`config.mk`:
```
export PLATFORM = sky130hd
export DESIGN_NAME = sfd_slave_end_flat
export DESIGN_NICKNAME = d
export VERILOG_FILES = /design/src/hw/sfd_pkg.sv /design/src/hw/sfd_link_if.sv /design/src/hw/sfd_slave_end.sv /design/src/flat_wrapper.sv
export SDC_FILE = /design/constraint.sdc
export NUM_CORES = 1
export LEC_CHECK = 0
export ABC_AREA = 0
export BUFFER_PORTS_ARGS = -buffer_cell sky130_fd_sc_hd__buf_2
export CAP_MARGIN = 0
export CORE_AREA = 4 4 83 85
export CTS_CLUSTER_SIZE = 28
export DETAILED_ROUTE_END_ITERATION = 8
export DIE_AREA = 0 0 87 89
export GPL_TIMING_DRIVEN = 0
export MAX_ROUTING_LAYER = met4
export PLACE_DENSITY = 0.83
export SYNTH_ARGS = -nofsm -noshare
export SYNTH_HDL_FRONTEND = slang
export SYNTH_SLANG_ARGS = --single-unit
export TNS_END_PERCENT = 1
```
`constraint.sdc`:
```
create_clock -name ref_clk -period 4.4 [get_ports ref_clk]
set_input_delay 0.44 -clock ref_clk [delete_from_list [all_inputs] [get_ports ref_clk]]
set_output_delay 0.44 -clock ref_clk [all_outputs]
set_load 0.05 [all_outputs]
```
`src/hw/sfd_pkg.sv`:
```
// Shared constants, register map and decode helpers for both ends of the full-duplex serial link.
package sfd_pkg;

	// ----------------------------------------------------------------------
	// Clocking
	// ----------------------------------------------------------------------
	localparam int CLK_PERIOD_NS  = 40;
	localparam int SCLK_PERIOD_NS = 640;
	localparam int HALF_CYCLES    = SCLK_PERIOD_NS / (2 * CLK_PERIOD_NS);
	localparam int HALF_W         = 4;
	localparam logic [HALF_W-1:0] HALF_LAST = HALF_W'(HALF_CYCLES - 1);

	// ----------------------------------------------------------------------
	// Widths
	// ----------------------------------------------------------------------
	localparam int ADDR_W        = 8;
	localparam int DATA_W        = 32;
	localparam int BYTE_W        = 8;
	localparam int BIT_CNT_W     = 3;
	localparam int ADDR_FIELD_W  = 3;
	localparam int EDGE_CNT_W    = 4;
	localparam int WORD_LSB      = 2;
	localparam int REG_SPAN_BITS = 4;

	// ----------------------------------------------------------------------
	// Register map, one aligned word each
	// ----------------------------------------------------------------------
	localparam logic [1:0] REG_CTRL   = 2'h0;
	localparam logic [1:0] REG_STATUS = 2'h1;
	localparam logic [1:0] REG_TX     = 2'h2;
	localparam logic [1:0] REG_RX     = 2'h3;

	// Device end fields.
	localparam int DC_ADDR_LSB = 0;
	localparam int DC_CPOL     = 3;
	localparam int DC_CPHA     = 4;
	localparam int DC_EN       = 5;
	localparam int DS_TXE      = 0;
	localparam int DS_OVR      = 2;
	localparam int DS_MODE_ERR = 4;

	// Host end fields.
	localparam int HC_SEL  = 0;
	localparam int HC_CPOL = 1;
	localparam int HC_CPHA = 2;

	// ----------------------------------------------------------------------
	// Reset values
	// ----------------------------------------------------------------------
	localparam logic [ADDR_FIELD_W-1:0] ADDR_RESET = 3'h0;
	localparam logic CPOL_RESET   = 1'b0;
	localparam logic CPHA_RESET   = 1'b1;
	localparam logic ENABLE_RESET = 1'b0;
	localparam logic TXE_RESET    = 1'b1;
	localparam logic SS_IDLE      = 1'b1;
	localparam logic MISO_IDLE    = 1'b1;

	// ----------------------------------------------------------------------
	// Command and status byte layout, as bit-time index from zero
	// ----------------------------------------------------------------------
	localparam logic [BIT_CNT_W-1:0] ST_TXE_IDX    = 3'h4;
	localparam logic [BIT_CNT_W-1:0] ST_RXF_IDX    = 3'h5;
	localparam logic [BIT_CNT_W-1:0] ST_ACK_IDX    = 3'h6;
	localparam logic [BIT_CNT_W-1:0] CMD_ADDR_LAST = 3'h2;
	localparam logic [BIT_CNT_W-1:0] BYTE_LAST     = 3'h7;
	localparam int CMD_RW_BIT = 4;
	localparam logic [EDGE_CNT_W-1:0] EDGE_LAST = 4'hF;

	function automatic logic reg_mapped(input logic [ADDR_W-1:0] a);
		return (a[ADDR_W-1:REG_SPAN_BITS] == '0) && (a[WORD_LSB-1:0] == '0);
	endfunction : reg_mapped

	function automatic logic [1:0] reg_index(input logic [ADDR_W-1:0] a);
		return a[REG_SPAN_BITS-1:WORD_LSB];
	endfunction : reg_index

endpackage : sfd_pkg

```
`src/hw/sfd_link_if.sv`:
```
// Serial link carrier joining the host end and the device end.
interface sfd_link_if;
	import sfd_pkg::*;

	logic sclk;
	logic ss_n;
	logic mosi;
	logic miso_out;
	logic miso_oe;
	logic miso;

	// A released line floats to the pulled-up level.
	assign miso = miso_oe ? miso_out : MISO_IDLE;

	modport device (input sclk, input ss_n, input mosi, output miso_out, output miso_oe);
	modport host (output sclk, output ss_n, output mosi, input miso);
endinterface : sfd_link_if

```
`src/hw/sfd_slave_end.sv`:
```
// Device end: full-duplex managed serial slave with command, status and data bytes behind APB.

// Function
// - Only the master starts, by lowering select
// - Master sends a command byte first
// - Master ends transaction by raising select
// - Select high aborts and returns to idle
// - System clock logic, serial edges synchronised in
// - CPU moves data through mapped registers
// - Polarity 0 edge roles per phase
// - Polarity 1 edge roles per phase
// - Only phase 1 modes are served
// - Status byte shifts out during command
// - Write streams while status shows room
// - Read alternates data and status bytes
// - Command address compared with own address
// - Fourth command bit gives direction
// - Status flags only in bit times 5-7
// - Transmit-empty high when nothing new waits
// - Receive-full high until CPU takes byte
// - Address-match flag only on own address
module sfd_slave_end (
	input  wire logic                        ref_clk,
	input  wire logic                        rst,
	sfd_link_if.device                       link,
	input  wire logic                        psel,
	input  wire logic                        penable,
	input  wire logic                        pwrite,
	input  wire logic [sfd_pkg::ADDR_W-1:0]  paddr,
	input  wire logic [sfd_pkg::DATA_W-1:0]  pwdata,
	output logic      [sfd_pkg::DATA_W-1:0]  prdata,
	output logic                             pready,
	output logic                             pslverr
);
	import sfd_pkg::*;

	typedef enum logic [2:0] {PH_IDLE, PH_CMD, PH_WDATA, PH_RSTAT, PH_RDATA, PH_SKIP} sfd_phase_type;

	typedef struct packed {
		logic                    sclk_s1;
		logic                    sclk_s2;
		logic                    sclk_s3;
		logic                    ss_s1;
		logic                    ss_s2;
		logic                    mosi_s1;
		logic                    mosi_s2;
		sfd_phase_type           phase;
		logic [BIT_CNT_W-1:0]    bit_cnt;
		logic [BYTE_W-1:0]       in_sh;
		logic [BYTE_W-1:0]       tx_sh;
		logic [BYTE_W-1:0]       tx_buf;
		logic [BYTE_W-1:0]       rx_buf;
		logic [ADDR_FIELD_W-1:0] own_addr;
		logic                    cpol;
		logic                    cpha;
		logic                    enable;
		logic                    match;
		logic                    transmit_empty_flag;
		logic                    receive_full_flag;
		logic                    overrun;
		logic                    rd_full;
		logic                    miso;
		logic                    miso_oe;
		logic                    pready;
		logic                    pslverr;
		logic [DATA_W-1:0]       prdata;
	} sfd_slave_state_type;

	sfd_slave_state_type st;
	sfd_slave_state_type next_st;

	// ----------------------------------------------------------------------
	// Status byte bit for a bit time: {drive, value}
	// ----------------------------------------------------------------------
	// Every status bit stays released unless the address matched, so an unaddressed
	// device never fights the addressed one on a shared line.
	function automatic logic [1:0] status_bit(input logic [BIT_CNT_W-1:0] idx,
	                                          input logic transmit_empty_flag, input logic receive_full_flag, input logic match);
		logic [1:0] res;
		res = 2'h0;
		if (idx == ST_TXE_IDX) begin
			res = {match, transmit_empty_flag};
		end else if (idx == ST_RXF_IDX) begin
			res = {match, receive_full_flag};
		end else if (idx == ST_ACK_IDX) begin
			res = {match, match};
		end
		return res;
	endfunction : status_bit

	// ----------------------------------------------------------------------
	// Next state
	// ----------------------------------------------------------------------
	always_comb begin
		logic              rise;
		logic              fall;
		logic              cap;
		logic              lnch;
		logic              acc;
		logic              ovr_set;
		logic [BYTE_W-1:0] shifted;
		next_st = st;
		ovr_set = 1'b0;

		// Serial pins are asynchronous to ref_clk; edges are found on the second stage.
		next_st.sclk_s1 = link.sclk;
		next_st.sclk_s2 = st.sclk_s1;
		next_st.sclk_s3 = st.sclk_s2;
		next_st.ss_s1   = link.ss_n;
		next_st.ss_s2   = st.ss_s1;
		next_st.mosi_s1 = link.mosi;
		next_st.mosi_s2 = st.mosi_s1;
		rise    = st.sclk_s2 & ~st.sclk_s3;
		fall    = ~st.sclk_s2 & st.sclk_s3;
		cap     = (st.cpol ~^ st.cpha) ? rise : fall;
		lnch    = (st.cpol ~^ st.cpha) ? fall : rise;
		shifted = {st.in_sh[BYTE_W-2:0], st.mosi_s2};
		acc     = psel & penable & st.pready & reg_mapped(paddr);

		// ------------------------------------------------------------------
		// Serial engine
		// ------------------------------------------------------------------
		if (st.ss_s2) begin
			next_st.phase   = PH_IDLE;
			next_st.bit_cnt = '0;
			next_st.match   = 1'b0;
			next_st.miso_oe = 1'b0;
		end else begin
			if (st.phase == PH_IDLE) begin
				next_st.phase = (st.enable & st.cpha) ? PH_CMD : PH_SKIP;
			end
			if (lnch) begin
				unique case (st.phase)
					PH_CMD, PH_WDATA, PH_RSTAT: begin
						{next_st.miso_oe, next_st.miso} = status_bit(st.bit_cnt, st.transmit_empty_flag, st.receive_full_flag, st.match);
					end
					PH_RDATA: begin
						next_st.miso_oe = 1'b1;
						if (st.bit_cnt == '0) begin
							next_st.miso  = st.tx_buf[BYTE_W-1];
							next_st.tx_sh = st.tx_buf;
							next_st.transmit_empty_flag   = 1'b1;
						end else begin
							next_st.miso = st.tx_sh[~st.bit_cnt];
						end
					end
					PH_IDLE, PH_SKIP: next_st.miso_oe = 1'b0;
					default: next_st.miso_oe = 1'b0;
				endcase
			end
			if (cap) begin
				next_st.in_sh   = shifted;
				next_st.bit_cnt = st.bit_cnt + 1'b1;
				if ((st.phase == PH_CMD) && (st.bit_cnt == CMD_ADDR_LAST)) begin
					next_st.match = (shifted[ADDR_FIELD_W-1:0] == st.own_addr);
				end
				if (st.bit_cnt == BYTE_LAST) begin
					unique case (st.phase)
						PH_CMD: begin
							if (~st.match) begin
								next_st.phase = PH_SKIP;
							end else begin
								next_st.phase = shifted[CMD_RW_BIT] ? PH_RDATA : PH_WDATA;
							end
						end
						PH_WDATA: begin
							// A byte sent while the buffer is still full is dropped and flagged.
							if (~st.receive_full_flag) begin
								next_st.rx_buf = shifted;
								next_st.receive_full_flag    = 1'b1;
							end else begin
								next_st.overrun = 1'b1;
								ovr_set         = 1'b1;
							end
						end
						PH_RDATA: next_st.phase = PH_RSTAT;
						PH_RSTAT: next_st.phase = PH_RDATA;
						PH_IDLE, PH_SKIP: next_st.phase = st.phase;
						default: next_st.phase = PH_SKIP;
					endcase
				end
			end
		end

		// ------------------------------------------------------------------
		// APB slave, answer one cycle into the access phase
		// ------------------------------------------------------------------
		next_st.pready = psel & penable & ~st.pready;
		if (psel & penable & ~st.pready) begin
			next_st.pslverr = ~reg_mapped(paddr);
			next_st.prdata  = '0;
			next_st.rd_full = 1'b0;
			if (reg_mapped(paddr) & ~pwrite) begin
				unique case (reg_index(paddr))
					REG_CTRL:   next_st.prdata[DC_EN:0] = {st.enable, st.cpha, st.cpol, st.own_addr};
					REG_STATUS: next_st.prdata[DS_MODE_ERR:0] = {~st.cpha, st.phase != PH_IDLE,
					                                            st.overrun, st.receive_full_flag, st.transmit_empty_flag};
					REG_TX:     next_st.prdata[BYTE_W-1:0] = st.tx_buf;
					REG_RX: begin
						next_st.prdata[BYTE_W-1:0] = st.rx_buf;
						next_st.rd_full = st.receive_full_flag;
					end
				endcase
			end
		end
		if (acc & pwrite) begin
			unique case (reg_index(paddr))
				// A change of mode or address in mid-frame corrupts that frame.
				REG_CTRL: begin
					next_st.own_addr = pwdata[DC_ADDR_LSB +: ADDR_FIELD_W];
					next_st.cpol     = pwdata[DC_CPOL];
					next_st.cpha     = pwdata[DC_CPHA];
					next_st.enable   = pwdata[DC_EN];
				end
				REG_STATUS: begin
					if (pwdata[DS_OVR] & ~ovr_set) begin
						next_st.overrun = 1'b0;
					end
				end
				REG_TX: begin
					// New data written in the cycle a byte is picked up stays pending.
					next_st.tx_buf = pwdata[BYTE_W-1:0];
					next_st.transmit_empty_flag    = 1'b0;
				end
				REG_RX: next_st.rx_buf = st.rx_buf;
			endcase
		end
		// Only a read that saw a full buffer frees it; a byte landing meanwhile is kept.
		if (acc & ~pwrite & (reg_index(paddr) == REG_RX) & st.rd_full) begin
			next_st.receive_full_flag = 1'b0;
		end
	end

	// ----------------------------------------------------------------------
	// State register
	// ----------------------------------------------------------------------
	always_ff @(posedge ref_clk) begin
		if (rst) begin
			st          <= '0;
			st.ss_s1    <= SS_IDLE;
			st.ss_s2    <= SS_IDLE;
			st.own_addr <= ADDR_RESET;
			st.cpol     <= CPOL_RESET;
			st.cpha     <= CPHA_RESET;
			st.sclk_s1  <= CPOL_RESET;
			st.sclk_s2  <= CPOL_RESET;
			st.sclk_s3  <= CPOL_RESET;
			st.enable   <= ENABLE_RESET;
			st.transmit_empty_flag      <= TXE_RESET;
		end else begin
			st <= next_st;
		end
	end

	assign link.miso_out = st.miso;
	assign link.miso_oe  = st.miso_oe;
	assign prdata        = st.prdata;
	assign pready        = st.pready;
	assign pslverr       = st.pslverr;
endmodule : sfd_slave_end
```
`src/flat_wrapper.sv`:
```
// flat-port wrapper written by rule: the top's interface ports become plain ports
module sfd_slave_end_flat import sfd_pkg::*;
  (ref_clk, rst, psel, penable, pwrite, paddr, pwdata, prdata, pready, pslverr, link_sclk, link_ss_n, link_mosi, link_miso_out, link_miso_oe);
  sfd_link_if link_i ();
  input  wire logic ref_clk;
  input  wire logic rst;
  input  wire logic psel;
  input  wire logic penable;
  input  wire logic pwrite;
  input  wire logic [sfd_pkg::ADDR_W-1:0] paddr;
  input  wire logic [sfd_pkg::DATA_W-1:0] pwdata;
  output logic      [sfd_pkg::DATA_W-1:0] prdata;
  output logic pready;
  output logic pslverr;
  input wire logic [$bits(link_i.sclk)-1:0] link_sclk;
  input wire logic [$bits(link_i.ss_n)-1:0] link_ss_n;
  input wire logic [$bits(link_i.mosi)-1:0] link_mosi;
  output wire logic [$bits(link_i.miso_out)-1:0] link_miso_out;
  output wire logic [$bits(link_i.miso_oe)-1:0] link_miso_oe;
  assign link_i.sclk = link_sclk;
  assign link_i.ss_n = link_ss_n;
  assign link_i.mosi = link_mosi;
  assign link_miso_out = link_i.miso_out;
  assign link_miso_oe = link_i.miso_oe;
  sfd_slave_end u_core (.ref_clk(ref_clk), .rst(rst), .link(link_i), .psel(psel), .penable(penable), .pwrite(pwrite), .paddr(paddr), .pwdata(pwdata), .prdata(prdata), .pready(pready), .pslverr(pslverr));
endmodule
```
Word-level counts from Yosys, hierarchy flattened
Cells that the tools add are included.
- register bits: 68
- latch bits: 0
- memory bits (writable): 0
- memory bits (read-only): 0
- input bits: 48
- output and inout bits: 36
- logic and storage cells: 137
- memories kept: 0
- $add $sub $neg: 1
- multipliers: 0
- divide/modulo/power cells: 0
- order comparisons: 1
- equal/unequal tests: 16
- shift operators: 0
- muxes and demuxes: 49
- bitwise operators: 23
- reductions and logical operators: 20
- operators by type and width (kind ; number):
    8-bit 2-to-1 mux ; 7
    14-bit 2-to-1 mux ; 2
    1-bit 2-to-1 mux ; 20
    5-bit case mux with 4 select lines ; 1
    3-bit == test (second input constant) ; 6
    3-bit 2-to-1 mux ; 6
    3-bit case mux with 5 select lines ; 1
    1-bit AND ; 13
    2-bit 2-to-1 mux ; 6
    3-bit by 2-bit == test with 1-bit output (second input constant) ; 3
    1-bit inverter ; 8
    2-bit AND reduction ; 4
    4-bit AND reduction ; 2
    3-bit logical NOT ; 2
    6-bit 2-to-1 mux ; 1
    2-bit OR reduction ; 3
    2-bit == test (second input constant) ; 2
    2-bit logical NOT ; 2
    4-bit logical NOT ; 1
    3-bit by 4-bit less-than comparator with 1-bit output (second input constant) ; 1
    1-bit case mux with 2 select lines ; 2
    2-bit case mux with 2 select lines ; 1
    3-bit by 1-bit adder with 3-bit output (second input constant) ; 1
    1-bit binary-select mux with 3-bit select ; 1
    other kinds (13) ; 14

Depth between registers and ports, before layout
- depth in word-level cells: 10
- mapped depth: 6
- gate-level depth less buffers: 6

Worst setup path before layout
OpenSTA, ideal clock, no wires.
- path type: in2reg
- start: input port paddr[7] (netlist bit)
- end: register u_core.st[42] (netlist bit)
- setup time: 0.130 ns
- data arrival time: 1.841 ns
- required time: 4.270 ns
- setup slack: 2.429 ns
- stages on the path: 5
- path buffers: 1
- path through: or4_4 -> or4b_1 -> buf_6 -> mux2i_1 -> nand2_1
- word-level cells in the longest chain between the ends: 5
- RTL lines (item ; line ; text):
    from (decl) ; flat_wrapper.sv:10 ; input wire logic [sfd_pkg::ADDR_W-1:0] paddr;
    4-bit logical NOT ; sfd_pkg.sv:70 ; return (a[ADDR_W-1:REG_SPAN_BITS] == '0) && (a[WORD_LSB-1:0] == '0);
    1-bit logical AND ; sfd_pkg.sv:70 ;
    1-bit AND ; sfd_slave_end.sv:118 ; acc = psel & penable & st.pready & reg_mapped(paddr);
    1-bit AND ; sfd_slave_end.sv:206 ; if (acc & pwrite) begin
    2-bit AND reduction (no source line) ; n/a ;
    to (signal assigned) ; sfd_slave_end.sv:251 ; st <= next_st;
    to (decl) ; sfd_slave_end.sv:69 ; sfd_slave_state_type st;
No other way between the ends.
A chain may end at the register's enable or synchronous reset.

Final worst setup path
- start: register u_core.st[79] (netlist bit)
- end: register u_core.st[47] (netlist bit)
- word-level cells in the longest chain between the ends: 6
- RTL lines (item ; line ; text):
    3-bit == test (*) ; sfd_slave_end.sv:157 ; if (st.bit_cnt == BYTE_LAST) begin
    8-bit 2-to-1 mux (*) ; sfd_slave_end.sv:157 ;
    8-bit 2-to-1 mux (*) ; sfd_slave_end.sv:151 ; if (cap) begin
    8-bit 2-to-1 mux (*) ; sfd_slave_end.sv:123 ; if (st.ss_s2) begin
    8-bit 2-to-1 mux ; sfd_slave_end.sv:207 ; unique case (reg_index(paddr))
    14-bit 2-to-1 mux (*) ; sfd_slave_end.sv:206 ;
Every way passes the cells marked *; elsewhere a longest branch is shown, timed or not. The select of a mux whose other input is x is not followed.

==> flow_summary.json <==
{
  "htreeDepth": 3,
  "status": "completed",
  "path_cells": "ha_1 -> ha_1 -> nor4bb_1 -> nor4b_1 -> buf_4 -> mux2i_1",
  "die-area_sq_um": 7740,
  "total_power_mw": 1.32,
  "max-slew-margin-rel": 0.442,
  "post_cts_buffers": 0,
  "fp.coreArea_sq_um": 6200,
  "post-dp-hpwl_mm": 5.58,
  "cp_data_required_time_ns": 4.68,
  "portBuffers": 33,
  "postRouteWirelength_mm": 7.48,
  "synth.avg_cell_area_sq_um": 9.33,
  "synth_top_family_by_area": "simple AND/OR/NAND/NOR gates",
  "finClkSkew_ns": 0.0112,
  "tns_ns": 0,
  "synth_xor_area_frac": 0.0261,
  "antenna_found_initial": 0,
  "crit_fanout": 8,
  "finalWeightedCongestion": 0.911,
  "crit_path_frequent_cell": "ha_1",
  "synth_compound_area_frac": 0.0650,
  "hp-class": "input port to flop",
  "cts_sinks": 67,
  "ir_drop_mv": 0.226,
  "cpLargestDelayFamily": "simple AND/OR/NAND/NOR gates",
  "root_buffer": "clkbuf_8",
  "netlist_area_sq_um": 3400,
  "ys_ff_latch": 67,
  "yosys_warnings": 0,
  "setup_viol_count_final": 0,
  "grt_pass1_vias": 2463,
  "rsz0062_at_grt": "no",
  "crit_buf_inv": 1,
  "tightest_slew_ns": 0.831,
  "cts_tree": "yes",
  "antenna_cells": 0,
  "cts_resized": 0,
  "fin_crit_sh": 0.515,
  "synth_ff_type": "dfxtp_1",
  "clk_latency_ns": 0.35,
  "gr-usage-all-layers": 0.213,
  "first_iter_violations": 153,
  "dr.pass1.iters": 4,
  "vias": 2671,
  "grt_pass1_wl_mm": 12.2,
  "p_per_area_nw_per_um2": 331,
  "grt_overflow": 0,
  "muxShareOfSynthArea": 0.189,
  "worstSetupEndpointType": "flop",
  "grt_max_degree": 13,
  "path_class": "flop to flop",
  "cp.arrival_ns": 2.55,
  "p_leak_nw": 1.67,
  "startpoint_type": "flop",
  "cts_buffer_depth": 2,
  "drc": 0,
  "cts_buffers": 9,
  "die_x_um": 87,
  "maxCapViolCount": 0,
  "synth.distinct_cells": 52,
  "ctsHoldBuffers": 0,
  "worst_path_max_delay_cell": "nor4bb_1",
  "ant_nets": 0,
  "synth_fa_ha_area_frac": 0.0184,
  "synth_edf_count": 0,
  "multi_input_area_sq_um": 1790,
  "max_stage_delay_ns": 0.55,
  "hold_viol": 0,
  "register_area_sq_um": 1340,
  "synthArstFlopShare": 0,
  "rows": 29,
  "viasPerCell": 5.20,
  "area_growth_pct": 16.9,
  "drive_above_1_share": 0.249,
  "period_minus_slack_ns": 2.26,
  "ys_seq_area_frac": 0.394,
  "synth-simple-area-share": 0.200,
  "cts.clk_slew.worst_paths_ns": 0.07,
  "fill_cells": 509,
  "start_util": 0.549,
  "syn_inst": 365,
  "post_drt_wl_per_cell_um": 14.6,
  "ios": 84,
  "fmax_mhz": 442,
  "finalMaxSlewViolations": 0,
  "nets": 485,
  "die_y_um": 89
}
placed cells by master (no fill, tap or decap), types with 3 or more instances in the layout:
cell / instances
buf_2: 37
ha_1: 5
mux2_2: 4
xnor2_1: 6
buf_4: 33
a21oi_1: 10
nand2b_1: 3
nor3_1: 5
nand2_1: 44
nand4_1: 3
nand3b_1: 5
conb_1: 24
clkbuf_1: 15
nor2_1: 38
nor2b_1: 9
a22oi_1: 5
dfxtp_1: 67
nor4_1: 4
o21ai_0: 3
inv_1: 6
or2_2: 4
or4_1: 3
clkbuf_8: 10
nand3_1: 6
mux4_2: 6
mux2i_1: 44
routing by layer:
| metal | routed length [um] | track usage |
|---|---|---|
| met1 | 3210 | 0.268 |
| met2 | 3580 | 0.331 |
| met3 | 519 | 0.0516 |
| met4 | 175 | 0.0850 |
| met5 | 0 | - |
registers in the layout, indices dropped and copies added (netlist names):
register / count
u_core.pready: 1
u_core.link.miso_out: 1
u_core.next_st: 4
u_core.prdata: 8
u_core.st: 51
u_core.pslverr: 1
u_core.link.miso_oe: 1
cells by family after synthesis:
family | after synthesis
simple gates | 137
flops | 67
buf+inv | 60
mux | 55
compound gates | 32
xor+xnor | 8
fa+ha+maj | 5
other cells | 1
report_power, final:
part / internal [mW] / switching (mW)
Combinational: 0.0371 / 0.0884
Clock: 0.334 / 0.243
Sequential: 0.610 / 0.00251
final timing paths:
check	from	to	slack (ns)	depth (start not counted)
worst min-delay path	link_ss_n	u_core.next_st[87]$_SDFF_PP1_	0.27	2
worst min register to register	u_core.next_st[87]$_SDFF_PP1_	u_core.st[87]$_SDFF_PP1_	0.42	1
worst max register to register	u_core.st[79]$_SDFFE_PP0N_	u_core.st[47]$_SDFFE_PP0P_	2.14	6
worst max-delay path	u_core.st[79]$_SDFFE_PP0N_	u_core.st[47]$_SDFFE_PP0P_	2.14	6
layout make-up:
cell class / count / share of cell area
plain buffers: 53 / 0.0843
inverters: 7 / 0.00660
clock inverters: 6 / 0.0223
repair buffers: 33 / 0.0415
multi-input cells: 261 / 0.449
flip-flops and latches: 67 / 0.337
clock buffers: 10 / 0.0346
well taps: 77 / 0.0242
Yosys cell counts, drive strengths merged, types with 6 or more instances:
cell type / instances / share of area
clkbuf: 15 / 0.017
nand2: 44 / 0.049
xnor2: 7 / 0.024
buf: 38 / 0.082
dfxtp: 67 / 0.39
nand3: 6 / 0.0088
nor2b: 9 / 0.017
a21oi: 10 / 0.015
inv: 7 / 0.0077
mux4: 6 / 0.040
mux2i: 45 / 0.14
nor2: 38 / 0.042
metrics by stage:
step | std cells | setup WS [ns] | cell area, sq um | utilization | hold slack, ns
final | 514 | 2.14 | 3980 | 0.641 | 0.270
after CTS | 514 | 2.10 | 3980 | 0.641 | 0.268
after floorplan | 388 | 2.43 | 3490 | - | 0.389
after detailed placement | 498 | 2.10 | 3750 | 0.605 | 0.408
after global routing | 514 | 1.86 | 3980 | 0.641 | 0.268
after global placement | 498 | 2.17 | 3750 | 0.605 | 0.399
Note: power is estimated with default switching activity, not from simulation.
